[src/inc/qei_pkg.sv]
// constants of the incremental encoder interface: register indices, field
// positions, reset values and widths.
// assumes a 32-bit apb slave whose byte address is four times the index.
package qei_pkg;
    localparam int POS_W = 24;
    localparam int DIV_W = 8;
    localparam int LIM_W = 12;
    localparam int CTL_W = 7;
    localparam int EVT_W = 3;
    localparam int ADDR_W = 8;

    // register indices; byte address is index * 4
    localparam logic [5:0] IDX_CONTROL   = 6'h10;
    localparam logic [5:0] IDX_PORT_LVL  = 6'h11;
    localparam logic [5:0] IDX_POSITION  = 6'h14;
    localparam logic [5:0] IDX_LATCHED   = 6'h18;
    localparam logic [5:0] IDX_DIV_COUNT = 6'h1C;
    localparam logic [5:0] IDX_DIV_RATIO = 6'h1D;
    localparam logic [5:0] IDX_DEV_LIMIT = 6'h1E;
    localparam logic [5:0] IDX_IRQ_STAT  = 6'h20;
    localparam logic [5:0] IDX_IRQ_EN    = 6'h21;
    localparam logic [5:0] IDX_IRQ_CLR   = 6'h22;

    // control field positions
    localparam int CB_INDEX_LEVEL   = 0;
    localparam int CB_CLEAR_ON_IDX  = 1;
    localparam int CB_LATCH_ON_IDX  = 2;
    localparam int CB_LATCH_NOW     = 3;
    localparam int CB_LOAD_RAMP     = 4;
    localparam int CB_LATCH_SNAP    = 5;
    localparam int CB_DIR_SELECT    = 6;

    // port level field positions
    localparam int PB_INDEX   = 0;
    localparam int PB_PHASE_B = 1;
    localparam int PB_PHASE_A = 2;

    // interrupt event positions
    localparam int EV_DEVIATION = 0;
    localparam int EV_INDEX     = 1;
    localparam int EV_LATCH     = 2;

    // reset values
    localparam logic [CTL_W-1:0] RST_CONTROL = 7'h00;
    localparam logic [POS_W-1:0] RST_POS     = 24'h000000;
    localparam logic [DIV_W-1:0] RST_DIV     = 8'h00;
    localparam logic [LIM_W-1:0] RST_LIMIT   = 12'h000;
    localparam logic [EVT_W-1:0] RST_EVT     = 3'h0;
endpackage : qei_pkg

[src/rtl/qei_encoder_if.sv]
// incremental encoder interface: quadrature decode, position counter,
// latch, pre-divider, deviation monitor and step/direction output.
// assumes encoder pins are asynchronous and ramp position / snapshot strobe
// come from logic on pclk.
// What this block does
// - decode phase a, phase b and index into a shaft position register
// - control bit 0 picks the active level of the index input
// - with control bit 1 set, an index event clears the position
// - with control bit 2 set, an index event latches the position
// - control bit 3 latches the position at once and clears itself
// - control bit 4 loads position from the ramp and clears itself
// - with control bit 5 set, the snapshot strobe latches the position
// - control bit 6 selects which phase leading counts positive
// - read-only port register shows index, phase b, phase a levels
// - the 24-bit position counter is readable and writable
// - the 24-bit latched register holds its value until the next latch
// - 8-bit pre-divider counts changes, 8-bit ratio sets its maximum
// - position minus ramp beyond the 12-bit limit raises an interrupt
// - decoded movement is given out as step pulse and direction
`timescale 1ns/1ps
module qei_encoder_if (
    input  wire logic        pclk,           // system clock, 20 mhz
    input  wire logic        presetn,        // async reset, active low
    input  wire logic        psel,           // apb select
    input  wire logic        penable,        // apb access phase
    input  wire logic        pwrite,         // apb write
    input  wire logic [7:0]  paddr,          // apb byte address
    input  wire logic [31:0] pwdata,         // apb write data
    output logic      [31:0] prdata,         // apb read data
    output logic             pready,         // apb ready
    output logic             pslverr,        // apb error, unmapped address
    input  wire logic        quad_phase_a,   // encoder phase a pin
    input  wire logic        quad_phase_b,   // encoder phase b pin
    input  wire logic        index_pulse,    // encoder index pin
    input  wire logic [23:0] ramp_current_position, // ramp position
    input  wire logic        snapshot_strobe, // ramp snapshot pulse
    output logic             step_pulse,     // one pulse per counted step
    output logic             step_dir,       // 1 = positive direction
    output logic             irq             // level interrupt
);
    typedef struct packed {
        logic [qei_pkg::CTL_W-1:0] ctrl;
        logic                      a_s1;
        logic                      a_s2;
        logic                      a_q;
        logic                      b_s1;
        logic                      b_s2;
        logic                      b_q;
        logic                      n_s1;
        logic                      n_s2;
        logic                      idx_q;
        logic [qei_pkg::POS_W-1:0] pos;
        logic [qei_pkg::POS_W-1:0] hold;
        logic [qei_pkg::DIV_W-1:0] div_cnt;
        logic [qei_pkg::DIV_W-1:0] ratio;
        logic [qei_pkg::LIM_W-1:0] limit;
        logic [qei_pkg::EVT_W-1:0] stat;
        logic [qei_pkg::EVT_W-1:0] en;
        logic                      irq;
        logic                      step;
        logic                      dir;
        logic                      pready;
        logic                      pslverr;
        logic [31:0]               prdata;
    } qei_state_s;

    qei_state_s st_ff;
    qei_state_s nxt_st;

    logic [5:0]  reg_idx;
    logic        addr_ok;
    logic        setup;
    logic        wr;
    logic        chg;
    logic        both_chg;
    logic        up;
    logic        adv;
    logic        idx_act;
    logic        idx_evt;
    logic        latch_evt;
    logic [24:0] diff;
    logic [24:0] mag;
    logic        exceed;
    logic [qei_pkg::EVT_W-1:0] evt;

    assign reg_idx = paddr[7:2];
    assign addr_ok = (paddr[1:0] == 2'h0) &&
                     (reg_idx == qei_pkg::IDX_CONTROL   ||
                      reg_idx == qei_pkg::IDX_PORT_LVL  ||
                      reg_idx == qei_pkg::IDX_POSITION  ||
                      reg_idx == qei_pkg::IDX_LATCHED   ||
                      reg_idx == qei_pkg::IDX_DIV_COUNT ||
                      reg_idx == qei_pkg::IDX_DIV_RATIO ||
                      reg_idx == qei_pkg::IDX_DEV_LIMIT ||
                      reg_idx == qei_pkg::IDX_IRQ_STAT  ||
                      reg_idx == qei_pkg::IDX_IRQ_EN    ||
                      reg_idx == qei_pkg::IDX_IRQ_CLR);
    assign setup = psel && !penable;
    assign wr    = psel && penable && st_ff.pready && pwrite && addr_ok;

    // decode works on the second sync stage and its delayed copy only
    assign chg      = (st_ff.a_s2 ^ st_ff.a_q) | (st_ff.b_s2 ^ st_ff.b_q);
    // a double change is an illegal jump; it is dropped, not guessed
    assign both_chg = (st_ff.a_s2 ^ st_ff.a_q) & (st_ff.b_s2 ^ st_ff.b_q);
    assign up       = (st_ff.a_s2 ^ st_ff.b_q) ^
                      ~st_ff.ctrl[qei_pkg::CB_DIR_SELECT];
    assign adv      = chg && !both_chg &&
                      (st_ff.div_cnt == st_ff.ratio);

    assign idx_act = (st_ff.n_s2 ==
                      st_ff.ctrl[qei_pkg::CB_INDEX_LEVEL]);
    assign idx_evt = idx_act && !st_ff.idx_q;

    assign latch_evt =
        (idx_evt && st_ff.ctrl[qei_pkg::CB_LATCH_ON_IDX]) ||
        st_ff.ctrl[qei_pkg::CB_LATCH_NOW] ||
        (st_ff.ctrl[qei_pkg::CB_LATCH_SNAP] && snapshot_strobe);

    assign diff   = {st_ff.pos[23], st_ff.pos} -
                    {ramp_current_position[23], ramp_current_position};
    assign mag    = diff[24] ? 25'(-diff) : diff;
    assign exceed = mag > {13'h0000, st_ff.limit};

    always_comb begin
        evt = '0;
        evt[qei_pkg::EV_DEVIATION] = exceed;
        evt[qei_pkg::EV_INDEX]     = idx_evt;
        evt[qei_pkg::EV_LATCH]     = latch_evt;
    end

    always_comb begin
        nxt_st = st_ff;

        // pins pass two flops before anything reads them
        nxt_st.a_s1  = quad_phase_a;
        nxt_st.a_s2  = st_ff.a_s1;
        nxt_st.a_q   = st_ff.a_s2;
        nxt_st.b_s1  = quad_phase_b;
        nxt_st.b_s2  = st_ff.b_s1;
        nxt_st.b_q   = st_ff.b_s2;
        nxt_st.n_s1  = index_pulse;
        nxt_st.n_s2  = st_ff.n_s1;
        nxt_st.idx_q = idx_act;

        // pre-divider and position counting
        if (chg && !both_chg) begin
            if (adv) begin
                nxt_st.div_cnt = '0;
            end else begin
                nxt_st.div_cnt = st_ff.div_cnt + 8'h01;
            end
        end
        if (adv) begin
            nxt_st.pos = up ? st_ff.pos + 24'h000001
                            : st_ff.pos - 24'h000001;
        end
        if (idx_evt && st_ff.ctrl[qei_pkg::CB_CLEAR_ON_IDX]) begin
            nxt_st.pos = '0;
        end
        if (st_ff.ctrl[qei_pkg::CB_LOAD_RAMP]) begin
            nxt_st.pos = ramp_current_position;
        end

        // step and direction follow every counted step
        nxt_st.step = adv;
        if (adv) begin
            nxt_st.dir = up;
        end

        if (latch_evt) begin
            nxt_st.hold = st_ff.pos;
        end

        // one-shot commands drop back after a single cycle
        nxt_st.ctrl[qei_pkg::CB_LATCH_NOW] = 1'b0;
        nxt_st.ctrl[qei_pkg::CB_LOAD_RAMP] = 1'b0;

        // register writes take effect at the access edge
        if (wr) begin
            case (reg_idx)
                qei_pkg::IDX_CONTROL: begin
                    nxt_st.ctrl = pwdata[qei_pkg::CTL_W-1:0];
                end
                qei_pkg::IDX_POSITION: begin
                    nxt_st.pos = pwdata[23:0];
                end
                qei_pkg::IDX_DIV_COUNT: begin
                    nxt_st.div_cnt = pwdata[7:0];
                end
                qei_pkg::IDX_DIV_RATIO: begin
                    nxt_st.ratio = pwdata[7:0];
                end
                qei_pkg::IDX_DEV_LIMIT: begin
                    nxt_st.limit = pwdata[11:0];
                end
                qei_pkg::IDX_IRQ_EN: begin
                    nxt_st.en = pwdata[qei_pkg::EVT_W-1:0];
                end
                default: begin
                end
            endcase
        end

        // sticky events; a new event beats a clear in the same cycle
        if (wr && reg_idx == qei_pkg::IDX_IRQ_CLR) begin
            nxt_st.stat = (st_ff.stat & ~pwdata[qei_pkg::EVT_W-1:0]) | evt;
        end else begin
            nxt_st.stat = st_ff.stat | evt;
        end
        nxt_st.irq = |(nxt_st.stat & nxt_st.en);

        // apb: one wait-free access cycle, data ready from the setup cycle
        nxt_st.pready  = setup;
        nxt_st.pslverr = setup && !addr_ok;
        if (setup) begin
            nxt_st.prdata = '0;
            if (addr_ok && !pwrite) begin
                case (reg_idx)
                    qei_pkg::IDX_CONTROL: begin
                        nxt_st.prdata[qei_pkg::CTL_W-1:0] = st_ff.ctrl;
                    end
                    qei_pkg::IDX_PORT_LVL: begin
                        nxt_st.prdata[qei_pkg::PB_INDEX]   = st_ff.n_s2;
                        nxt_st.prdata[qei_pkg::PB_PHASE_B] = st_ff.b_s2;
                        nxt_st.prdata[qei_pkg::PB_PHASE_A] =
                            st_ff.a_s2;
                    end
                    qei_pkg::IDX_POSITION: begin
                        nxt_st.prdata[23:0] = st_ff.pos;
                    end
                    qei_pkg::IDX_LATCHED: begin
                        nxt_st.prdata[23:0] = st_ff.hold;
                    end
                    qei_pkg::IDX_DIV_COUNT: begin
                        nxt_st.prdata[7:0] = st_ff.div_cnt;
                    end
                    qei_pkg::IDX_DIV_RATIO: begin
                        nxt_st.prdata[7:0] = st_ff.ratio;
                    end
                    qei_pkg::IDX_DEV_LIMIT: begin
                        nxt_st.prdata[11:0] = st_ff.limit;
                    end
                    qei_pkg::IDX_IRQ_STAT: begin
                        nxt_st.prdata[qei_pkg::EVT_W-1:0] = st_ff.stat;
                    end
                    qei_pkg::IDX_IRQ_EN: begin
                        nxt_st.prdata[qei_pkg::EVT_W-1:0] = st_ff.en;
                    end
                    default: begin
                    end
                endcase
            end
        end
    end

    always_ff @(posedge pclk or negedge presetn) begin
        if (!presetn) begin
            st_ff         <= '0;
            // edge detector starts as already active so a quiet pin
            // after reset is not mistaken for an index event
            st_ff.idx_q   <= 1'b1;
            st_ff.ctrl    <= qei_pkg::RST_CONTROL;
            st_ff.pos     <= qei_pkg::RST_POS;
            st_ff.hold    <= qei_pkg::RST_POS;
            st_ff.div_cnt <= qei_pkg::RST_DIV;
            st_ff.ratio   <= qei_pkg::RST_DIV;
            st_ff.limit   <= qei_pkg::RST_LIMIT;
            st_ff.stat    <= qei_pkg::RST_EVT;
            st_ff.en      <= qei_pkg::RST_EVT;
        end else begin
            st_ff <= nxt_st;
        end
    end

    assign prdata     = st_ff.prdata;
    assign pready     = st_ff.pready;
    assign pslverr    = st_ff.pslverr;
    assign step_pulse = st_ff.step;
    assign step_dir   = st_ff.dir;
    assign irq        = st_ff.irq;
endmodule : qei_encoder_if

[config.mk]
export PLATFORM = sky130hd
export DESIGN_NAME = qei_encoder_if
export DESIGN_NICKNAME = d
export VERILOG_FILES = /design/src/inc/qei_pkg.sv /design/src/rtl/qei_encoder_if.sv
export SDC_FILE = /design/constraint.sdc
export NUM_CORES = 1
export LEC_CHECK = 0
export BUFFER_PORTS_ARGS = -buffer_cell sky130_fd_sc_hd__buf_2
export CAP_MARGIN = 40
export CORE_MARGIN = 2
export CORE_UTILIZATION = 61
export DETAILED_ROUTE_END_ITERATION = 8
export PLACE_DENSITY = 0.79
export SYNTH_ARGS = -nofsm -noshare
export SYNTH_HDL_FRONTEND = slang
export SYNTH_SLANG_ARGS = --single-unit
export TNS_END_PERCENT = 10
[constraint.sdc]
create_clock -name pclk -period 9.6 [get_ports pclk]
set_input_delay 1.92 -clock pclk [delete_from_list [all_inputs] [get_ports pclk]]
set_output_delay 1.92 -clock pclk [all_outputs]
set_load 0.02 [all_outputs]
==> results of run 1 <==
[cell usage in the layout, fill, tap and decap left out, drive strengths merged, types with 24 or more instances in the layout]
master / count
xnor2: 35
a21oi: 61
inv: 54
a22oi: 33
nor3: 24
nand2: 115
mux2: 42
nor2: 83
dfrtp: 126
ha: 60
xor2: 34
buf: 109
o21ai: 71
a221oi: 26
[where the power goes]
part           leakage, nW  total [mW]  internal, mW  switching, mW
Clock                0.277       0.657         0.395          0.262
Sequential            1.64       0.723         0.600          0.123
Combinational         3.25        1.66         0.682          0.977
Total                 5.16        3.04          1.68           1.36
[per-stage QoR]
step / setup slack (ps) / cell area (um2)
after floorplan: 3563 / 9739
after global placement: 2887 / 10080
after global routing: 2886 / 10740
after detailed placement: 2868 / 10150
after CTS: 3213 / 10740
final: 3155 / 10740
[flip-flops by register name, indices dropped and copies added (netlist names)]
name and flops:
st_ff 93, step_pulse 1, nxt_st 5, step_dir 1, prdata 24, irq 1
pready 1, pslverr 1
[layer usage]
metal | part of all wire | global-route usage | up-vias
li1 | - | - | 4036
met1 | 0.41 | 0.4067 | 4213
met2 | 0.47 | 0.5254 | 376
met3 | 0.066 | 0.05576 | 98
met4 | 0.049 | 0.1898 | 0
met5 | 0 | 0 | -
[synthesized netlist by cell type, types with 4 or more instances]
library cell | n | area [um2]
dfrtp_1 | 126 | 3153
nand2_1 | 115 | 431.7
nor2_1 | 80 | 300.3
o21ai_0 | 65 | 325.3
ha_1 | 60 | 750.7
a21oi_1 | 57 | 285.3
inv_1 | 53 | 198.9
mux2_2 | 42 | 473.0
clkbuf_1 | 40 | 150.1
xnor2_1 | 34 | 297.8
a22oi_1 | 33 | 247.7
buf_4 | 33 | 247.7
xor2_1 | 33 | 289.0
a221oi_1 | 26 | 227.7
nand3_1 | 23 | 115.1
nor3_1 | 22 | 110.1
o31ai_1 | 21 | 157.7
a21o_1 | 16 | 120.1
o21a_1 | 12 | 90.09
nand2b_1 | 11 | 68.82
nor4_1 | 11 | 68.82
and3_1 | 10 | 62.56
a31oi_1 | 8 | 50.05
mux2i_1 | 8 | 80.08
nand4_1 | 8 | 50.05
a211oi_1 | 6 | 45.04
nor3b_1 | 6 | 45.04
o21bai_1 | 6 | 45.04
nor2b_1 | 5 | 31.28
or3_1 | 5 | 31.28
a222oi_1 | 4 | 40.04
a22o_1 | 4 | 35.03
o21ai_1 | 4 | 20.02
or2_2 | 4 | 25.02
[kinds of logic (layout without fill, tap and decap cells)]
family	Yosys count	in the layout
and+or+nand+nor	322	322
AOI/OAI and AO/OA	318	318
buffers and inverters	133	194
DFF	127	127
xor gates and xnor gates	69	69
adders and majority gates	62	62
muxes	51	51
other	1	8
[path summary, 6_finish.rpt]
| check | from | end | slack, ps | cells after the start |
|---|---|---|---|---|
| min | nxt_st[126] | nxt_st[125] | 360 | 0 |
| max | ramp_current_position[0] | irq | 3160 | 24 |
| max in group asynchronous | presetn | st_ff[115] | 6660 | 2 |
| max reg2reg | st_ff[95] | irq | 4140 | 24 |
| min in group asynchronous | presetn | st_ff[98] | 1590 | 1 |
| min reg2reg | nxt_st[126] | nxt_st[125] | 360 | 0 |
[layout make-up]
| cell class | instances | area share |
|---|---|---|
| clock inverter | 13 | 0.01293 |
| tap | 216 | 0.02516 |
| multi-input combinational | 830 | 0.5482 |
| sequential | 127 | 0.2960 |
| inverter | 53 | 0.01852 |
| timing repair buffer | 109 | 0.05708 |
| clock buffer | 19 | 0.04217 |
==> reports/qor.csv, run 1 <==
stage,metric,value,unit
timing,RSZ-0062 raised after global routing,false,
final_layout,Layout Cells excl Fill,1367,
logic_synthesis,yosys warns,0,
setup_path,"Req. time, crit path",9920,ps
clock_network,CTS Hold Bufs,0,
logic_synthesis,post-synthesis compound-gate area fraction,0.2343,
placed_design,post-DP HPWL,19190,um
final_layout,Syn-to-layout area delta,10.59,%
clock_network,# H-tree levels,4,
logic_synthesis,post-synthesis simple-gate area fraction,0.1626,
detailed_routing,Antenna Nets Post-Route,0,
floorplanning,Die H,130.2,um
logic_synthesis,Mapped Avg Cell Area,8.969,um2
final_layout,# fillers,1283,
floorplanning,Core Area,0.01571,mm2
job,max-cap viol count,0,
logic_synthesis,dominant synthesized flop cell,dfrtp_1,
clock_network,CTS tree,done,
final_layout,area of the multi-input gates,0.005888,mm2
detailed_routing,residual DRC count,0,
timing,Final setup viols,0,
logic_synthesis,XOR/XNOR Fraction of Synth Area,0.06376,
floorplanning,Die Wd,130.2,um
final_layout,fin util,0.6836,
setup_path,"delay-heaviest family, CP",compound AO/OA/AOI/OAI gates,
timing,setup TNS,0,ps
timing,worst clock skew,8.623,ps
timing,Slew @ Worst Pin,915.5,ps
pwr,Pwr Total,3.040,mW
timing,fraction of the cycle the final worst path needs,0.6713,
final_layout,final net count,1273,
clock_network,CTS sink cnt,127,
setup_path,type of origin of the critical path,input pin,
pwr,worst ir drop on vdd,0.1906,mV
clock_network,Worst-Skew Late Latency,430,ps
clock_network,CTS root buffer,clkbuf_16,
timing,minimum clock period,6445,ps
setup_path,crit path capture type,flop,
setup_path,kind of critical path,input pin to flop,
timing,normalized max-slew margin,0.3879,
final_layout,diode count,0,
clock_network,Post-CTS Setup Inserts,0,
logic_synthesis,Netlist cell types,94,
final_layout,FF/Latch Area,0.003179,mm2
clock_network,Inserted Clock Buffers,17,
logic_synthesis,"EDFF count, synth",0,
logic_synthesis,Yosys reg bits,127,
floorplanning,Initial Utilization,0.6182,
detailed_routing,Vias,8723,
setup_path,crit path max-delay cell type,fa_1,
setup_path,Buf/Inv on CP,1,
setup_path,crit path max fanout,12,
floorplanning,Die Area,0.01695,mm2
floorplanning,Ports,110,
logic_synthesis,main combinational cell family by area after synthesis,compound AO/OA/AOI/OAI gates,
global_routing,aggregate global routing overflow,0,
detailed_routing,detailed router's first-iteration violation count,605,
timing,hold slack,355.0,ps
placed_design,Placed Cells,1335,
setup_path,max incr delay on CP,410,ps
placed_design,RePlAce Congestion,0.9242,
logic_synthesis,sequential area share after synthesis,0.3273,
global_routing,largest net degree at the start of global routing,68,
detailed_routing,Vias/cell,6.381,
timing,final-report max-slew violation count,0,
logic_synthesis,ys async rst share,1.000,
pwr,PD cells,283.0,mW/mm2
timing,Fin. Hold Viols,0,
global_routing,vias in the first global route,8344,
floorplanning,Row Count,46,
logic_synthesis,Post-Syn Instances,1083,
logic_synthesis,Synth Area in Adders,0.08141,
detailed_routing,WL/cell,19.67,um
detailed_routing,drt total wl,26890,um
logic_synthesis,mux contribution to synthesized area,0.05835,
global_routing,Total GRT Usage,0.3233,
final_layout,share of layout cells above drive strength 1,0.2024,
timing,fmax,155.2,MHz
setup_path,CP Data Arrival Time,6760,ps
pwr,leak pwr,5.160,nW
logic_synthesis,Synth Cell Area,0.009713,mm2
global_routing,antenna violations before repair,0,
clock_network,Clock Path Buffers,2,
clock_network,clock slew at reported path FFs,60,ps
min_path,min-delay worst type,flop to flop,
placed_design,Port Buffer Count,93,
setup_path,CP cell instances,buf_2 -> ha_1 -> fa_1 -> nand2b_1 -> a21oi_2 -> o21a_1 -> a21oi_1 -> a21boi_0 -> a41o_2 -> nor2_1 -> a21oi_1 -> ha_1 -> nor2b_1 -> o21a_1 -> o21a_1 -> o21a_1 -> o21ai_0 -> a221o_1 -> a21oi_1 -> a21oi_1 -> o221ai_1 -> a31oi_1 -> nand4_2 -> a21bo_1,
clock_network,PostCTS Resize Cnt,0,
detailed_routing,Initial DRT Pass Iterations,5,
status,status,completed,
global_routing,first-pass GRT wire length,42080,um
Power figures use the tool's default switching activity.
==> inputs of run 2 (changes only) <==
CORE_UTILIZATION = 54   (was 61)
PLACE_DENSITY = 0.73   (was 0.79)
clock period = 5.46 ns   (was 9.6 ns; I/O delays follow)
==> run 2 against run 1 <==
Compared with the run above: count of clock-buffer cells in the layout unchanged; clock skew grew 2.2 ps; final area is 3.7% higher; global-route usage decreased by 3.9 points; critical path depth stayed put; sequential share of layout area is 1.1 points lower; die area rose by 13%; total power rose by 81%; non-clock buffer count grew 54; combinational power rose by 90%; hold slack got worse by 7.5 ps; setup slack worse by 3000 ps.
==> reports/qor.csv, run 2 (synthesis results as in run 1) <==
stage,metric,value,unit,change
status,status,completed,,
final_layout,"commonest non-fill, non-tap cell in the layout",dfrtp_1,,
final_layout,final net count,1327,,+4.2%
detailed_routing,WL/cell,18.91,um,-3.8%
clock_network,PostCTS Resize Cnt,0,,unchanged
timing,normalized max-slew margin,0.4752,,+0.08725
global_routing,largest net degree at the start of global routing,64,,-5.9%
global_routing,vias in the first global route,8325,,-0.23%
final_layout,Syn-to-layout area delta,14.71,%,
final_layout,most frequent cells in the layout,"dfrtp_1 (126), nand2_1 (115), buf_2 (92), nor2_1 (80), buf_4 (68)",,
timing,final-report max-slew violation count,0,,unchanged
clock_network,CTS root buffer,clkbuf_16,,
floorplanning,Die Area,0.01908,mm2,+13%
setup_path,"Req. time, crit path",5780,ps,-4140 ps
setup_path,kind of critical path,input pin to flop,,
detailed_routing,Vias,8685,,-0.44%
global_routing,Global Route met3 Usage,0.04988,,-0.005882
floorplanning,Initial Utilization,0.5463,,-0.07187
clock_network,Clock Path Buffers,2,,unchanged
global_routing,GRT met2 Usage,0.4734,,-0.05198
clock_network,CTS tree,done,,
timing,fraction of the cycle the final worst path needs,0.9632,,
timing,Final setup viols,0,,unchanged
floorplanning,Die H,138.1,um,+6.1%
clock_network,Inserted Clock Buffers,17,,unchanged
final_layout,Biggest register,st_ff,,
pwr,worst ir drop on vdd,0.2969,mV,+56%
placed_design,RePlAce Congestion,0.9379,,+1.5%
timing,fmax,190.2,MHz,
detailed_routing,detailed router's first-iteration violation count,643,,+6.3%
pwr,Pwr Total,5.499,mW,+81%
floorplanning,Row Count,49,,+6.5%
setup_path,CP Data Arrival Time,5580,ps,-1180 ps
timing,setup TNS,0,ps,unchanged
final_layout,diode count,0,,unchanged
clock_network,# H-tree levels,4,,unchanged
global_routing,aggregate global routing overflow,0,,unchanged
pwr,PD cells,493.5,mW/mm2,+74%
setup_path,crit path capture type,flop,,
clock_network,CTS Hold Bufs,0,,unchanged
timing,minimum clock period,5259,ps,
floorplanning,Ports,110,,unchanged
floorplanning,Core Area,0.01778,mm2,+13%
clock_network,Post-CTS Setup Inserts,0,,unchanged
job,max-cap viol count,0,,unchanged
placed_design,post-DP HPWL,20480,um,+6.7%
placed_design,Port Buffer Count,93,,unchanged
final_layout,share of layout cells above drive strength 1,0.2373,,+0.03491
global_routing,Total GRT Usage,0.2842,,-0.03912
timing,Slew @ Worst Pin,783.8,ps,-131.7 ps
detailed_routing,Vias/cell,6.056,,-5.1%
min_path,min-delay worst type,flop to flop,,
setup_path,type of origin of the critical path,input pin,,
global_routing,M1 GR Usage,0.3696,,-0.03705
timing,worst clock skew,10.81,ps,+2.190 ps
detailed_routing,residual DRC count,0,,unchanged
global_routing,Top Usage Layer GRT,met2,,
detailed_routing,drt total wl,27120,um,+0.87%
global_routing,antenna violations before repair,0,,unchanged
detailed_routing,Antenna Nets Post-Route,0,,unchanged
clock_network,clock slew at reported path FFs,60,ps,about the same
clock_network,Worst-Skew Late Latency,430,ps,about the same
global_routing,first-pass GRT wire length,43380,um,+3.1%
timing,RSZ-0062 raised after global routing,false,,
pwr,leak pwr,5.412,nW,+4.9%
setup_path,crit path max fanout,9,,-3
floorplanning,Die Wd,138.1,um,+6.1%
detailed_routing,Initial DRT Pass Iterations,5,,unchanged
final_layout,max FFs per register,93,,unchanged
clock_network,CTS sink cnt,127,,unchanged
timing,Fin. Hold Viols,0,,unchanged
run 2: changes by cell type in the layout (fill, tap and decap cells not counted), sizes merged:
cell    previous run  this run
bufinv             2         1
clkinv             5         6
buf              109       163
run 2: critical path, cell delays in order:
cell	delay (ps)
buf_2	120
ha_1	220
fa_1	400
nand2b_1	230
a21oi_2	180
o21a_1	230
a21oi_1	120
a21boi_0	210
buf_4	150
a41o_2	240
buf_4	180
a31o_2	120
xor2_1	180
ha_1	270
a21o_1	180
a21oi_1	170
nor2b_1	150
a221o_1	150
a21oi_1	60
a21oi_1	190
o221ai_1	140
a31oi_1	190
nand4_2	170
a21bo_1	220
run 2: metal layers:
layer,share of wire,wire [um]
met3,0.055,1498
met1,0.43,11540
met4,0.034,935
met5,0,0
met2,0.48,13150
run 2: worst paths after layout:
path / start / to / slack, ps / cells after the start
worst max-delay path: ramp_current_position[0] / irq / 200 / 24
max in group asynchronous: presetn / prdata[21] / 3940 / 3
worst max register to register: st_ff[96] / irq / 520 / 23
worst min register to register: nxt_st[126] / nxt_st[125] / 350 / 0
min in group asynchronous: presetn / st_ff[74] / 480 / 1
worst min-delay path: nxt_st[126] / nxt_st[125] / 350 / 0
run 2: final cells by class:
cell class | count | area, um2
fill | 1525 | 6638
clock inverter | 13 | 117.6
sequential | 127 | 3179
tap | 229 | 286.5
clock buffer | 19 | 442.9
inverter | 53 | 198.9
timing repair buffer | 163 | 1028
multi-input combinational | 830 | 5888
run 2: where the power goes:
group	leakage, nW	total [mW]	switching [mW]	internal (mW)
registers	1.64	1.26	0.204	1.06
clock network	0.261	1.09	0.452	0.637
logic	3.52	3.15	1.77	1.38
run 2: metrics by stage:
step	utilization	std cells	hold slack [ps]	setup slack, ps	instance area [um2]
finish	0.6267	1434	347.6	201.2	11140
global route	0.6267	1434	356.1	20.10	11140
CTS	0.6267	1434	349.6	215.0	11140
detailed placement	0.5951	1402	337.3	-219.6	10580
global placement	0.5919	1399	334.4	-127.6	10520
floorplan	-	1090	331.2	250.8	9739
==> inputs of run 3 (changes only) <==
==> constraint.sdc (replaced) <==
create_clock -name pclk -period 4.75 [get_ports pclk]
set_input_delay 0.2375 -clock pclk [delete_from_list [all_inputs] [get_ports pclk]]
set_output_delay 0.2375 -clock pclk [all_outputs]
set_load 0.02 [all_outputs]
==> run 3 against run 2 <==
Compared with the run above: final area grew 0.26%; final cell count shrank 0.77%; register-to-register slack lost 260 ps; core utilization grew 0.16 points; global-route usage grew 0.64 points; critical path depth shrank 1; flip-flop and latch count is the same; die area is the same; sequential share of layout area shrank 0.062 points; clock power grew 20%; hold slack lost 320 ps; sequential power grew 9%; largest power group unchanged.
==> reports/qor.csv, run 3 (synthesis results as in run 1) <==
stage,metric,value,unit,change
final_layout,# fillers,1533,,+0.52%
timing,Fin. Hold Viols,0,,unchanged
floorplanning,Die Area,0.01908,mm2,unchanged
final_layout,Syn-to-layout area delta,15.01,%,
job,max-cap viol count,0,,unchanged
pwr,worst ir drop on vdd,0.3241,mV,+9.2%
final_layout,most frequent cells in the layout,"dfrtp_1 (125), nand2_1 (115), buf_2 (93), nor2_1 (80), o21ai_0 (64)",,
timing,fmax,222.9,MHz,
status,status,completed,,
global_routing,vias in the first global route,8570,,+2.9%
timing,Slew @ Worst Pin,853.5,ps,+69.72 ps
clock_network,clock slew at reported path FFs,60,ps,about the same
final_layout,area of the multi-input gates,0.005981,mm2,+1.6%
pwr,Comb power frac,0.582,,+0.009
setup_path,"Req. time, crit path",5060,ps,-720 ps
pwr,Pwr Total,6.417,mW,+17%
final_layout,Biggest register,st_ff,,
final_layout,final net count,1317,,-0.75%
min_path,Hold EP,st_ff[116],,
clock_network,CTS tree,done,,
setup_path,CP Data Arrival Time,4800,ps,-780 ps
timing,RSZ-0062 raised after global routing,true,,
pwr,Power Internal,3.612,mW,+18%
detailed_routing,Vias/cell,6.127,,+1.2%
clock_network,# H-tree levels,4,,unchanged
detailed_routing,highest routed metal layer,met4,,
floorplanning,Core Area,0.01778,mm2,unchanged
detailed_routing,routed metal-1 wirelength,11360,um,-1.5%
setup_path,flop2flop setup slack,260,ps,-260 ps
final_layout,diode count,0,,unchanged
final_layout,FF/Latch Area,0.003181,mm2,about the same
global_routing,Total GRT Usage,0.2906,,+0.006425
timing,worst clock skew,5.502,ps,-5.312 ps
detailed_routing,Antenna Nets Post-Route,0,,unchanged
setup_path,kind of critical path,flop to flop,,
min_path,Worst Hold Path Cells,3,,+3
setup_path,r2r endpoint,irq,,
placed_design,post-DP HPWL,20210,um,-1.3%
global_routing,antenna violations before repair,0,,unchanged
global_routing,first-pass GRT wire length,44570,um,+2.8%
detailed_routing,drt total wl,27660,um,+2.0%
timing,normalized max-slew margin,0.4310,,-0.04419
final_layout,Layout Cells excl Fill,1423,,-0.77%
floorplanning,Row Count,49,,unchanged
floorplanning,Initial Utilization,0.5463,,unchanged
detailed_routing,Initial DRT Pass Iterations,5,,unchanged
floorplanning,Ports,110,,unchanged
timing,Final setup viols,0,,unchanged
placed_design,RePlAce Congestion,0.9364,,-0.16%
timing,minimum clock period,4485,ps,
clock_network,Post-CTS Setup Inserts,0,,unchanged
final_layout,max FFs per register,93,,unchanged
placed_design,Placed Cells,1388,,-1.0%
global_routing,aggregate global routing overflow,0,,unchanged
min_path,hold_sp,pwdata[21],,
pwr,NetSw,2.804,mW,+16%
clock_network,Inserted Clock Buffers,17,,unchanged
clock_network,CTS sink cnt,127,,unchanged
floorplanning,Die Wd,138.1,um,unchanged
final_layout,share of layout cells above drive strength 1,0.2379,,+0.0005115
pwr,sequential power share,0.213,,-0.016
setup_path,crit path capture type,flop,,
timing,fraction of the cycle the final worst path needs,0.9443,,
final_layout,"commonest non-fill, non-tap cell in the layout",dfrtp_1,,
clock_network,Worst-Skew Late Latency,420,ps,about the same
clock_network,Clock Path Buffers,2,,unchanged
min_path,min-delay worst type,input pin to flop,,
pwr,share of total power in the clock network,0.204,,+0.006
floorplanning,Die H,138.1,um,unchanged
final_layout,final instance area,0.01117,mm2,+0.26%
placed_design,Port Buffer Count,93,,unchanged
detailed_routing,wire length on met3,1888,um,+26%
setup_path,FF-to-FF Start,st_ff[103],,
detailed_routing,residual DRC count,0,,unchanged
final_layout,fin util,0.6283,,+0.001619
global_routing,largest net degree at the start of global routing,55,,-14%
setup_path,crit path max fanout,6,,-3
setup_path,Worst Reg-to-Reg Cells,23,,unchanged
pwr,PD cells,574.4,mW/mm2,+16%
detailed_routing,detailed router's first-iteration violation count,869,,+35%
setup_path,type of origin of the critical path,flop,,
detailed_routing,wire length on met2,13370,um,+1.7%
placed_design,DP Area,0.01045,mm2,-1.2%
clock_network,CTS root buffer,clkbuf_16,,
detailed_routing,WL/cell,19.44,um,+2.8%
pwr,Net Sw Frac,0.4370,,-0.004262
timing,final-report max-slew violation count,0,,unchanged
pwr,leak pwr,5.387,nW,-0.45%
detailed_routing,Vias,8719,,+0.39%
## run 3: critical path, cell delays in order, from the launching register on
cell and delay [ps]:
dfrtp_1 390, ha_1 300, a211o_1 380, a31oi_2 230, nor4_1 70, a21oi_1 190
a21boi_1 110, buf_4 160, a41o_4 230, nor2_1 120, a21oi_2 50, ha_1 280
nor2b_1 140, o21a_1 160, o21a_1 160, o21a_1 160, o21ai_1 140, a221o_1 160
a21oi_1 70, a21oi_2 150, o221ai_1 130, a31oi_1 180, nand4_2 180, a21bo_1 230
## run 3: layout make-up
type / count / area share
Clock inverter: 12 / 0.01288
Timing Repair Buffer: 153 / 0.08389
Sequential cell: 127 / 0.2847
Tap cell: 229 / 0.02565
Multi-Input combinational cell: 830 / 0.5354
Clock buffer: 19 / 0.03965
Inverter: 53 / 0.01781
## run 3: how the worst max path moves through the flow
stage	slack, ps	endpoint	start
floorplan	50	st_ff[118]	nxt_st[125]
finish	260	irq	st_ff[103]
detailed placement	-90	irq	ramp_current_position[0]
global route	-20	irq	st_ff[95]
global placement	30	irq	ramp_current_position[0]
CTS	20	irq	st_ff[95]
## run 3: layer usage
metal | track usage | up-vias
li1 | - | 4121
met1 | 0.3757 | 4165
met2 | 0.4758 | 344
met3 | 0.05992 | 89
met4 | 0.1246 | 0
met5 | 0 | -
## run 3: per-stage QoR
step                worst slack (ps)  TNS (ps)  hold slack [ps]
floorplan                      48.30         0           -58.09
global route                  -17.43    -18.08            40.16
global placement               32.76         0            332.8
detailed placement            -94.07    -94.07            340.4
finish                         264.5         0            26.19
CTS                            23.89         0            18.82
## run 3: repair_timing
item / in CTS / in global routing
endpoints found under the hold margin: 55 / 0
cloned: 0 / 0
pin swaps: 0 / 4
setup endpoints to repair: 1 / 6
resized for setup: 2 / 17
hold buffers: 4 / 0
## run 3: power groups by stage
stage	Clock (mW)	Sequential, mW	Combinational, mW
after global placement	0	1.38	3.49
final	1.31	1.37	3.74
after floorplan	0	1.37	2.72
after detailed placement	0	1.38	3.57
after CTS	1.32	1.37	3.61
after global routing	1.37	1.39	4.12
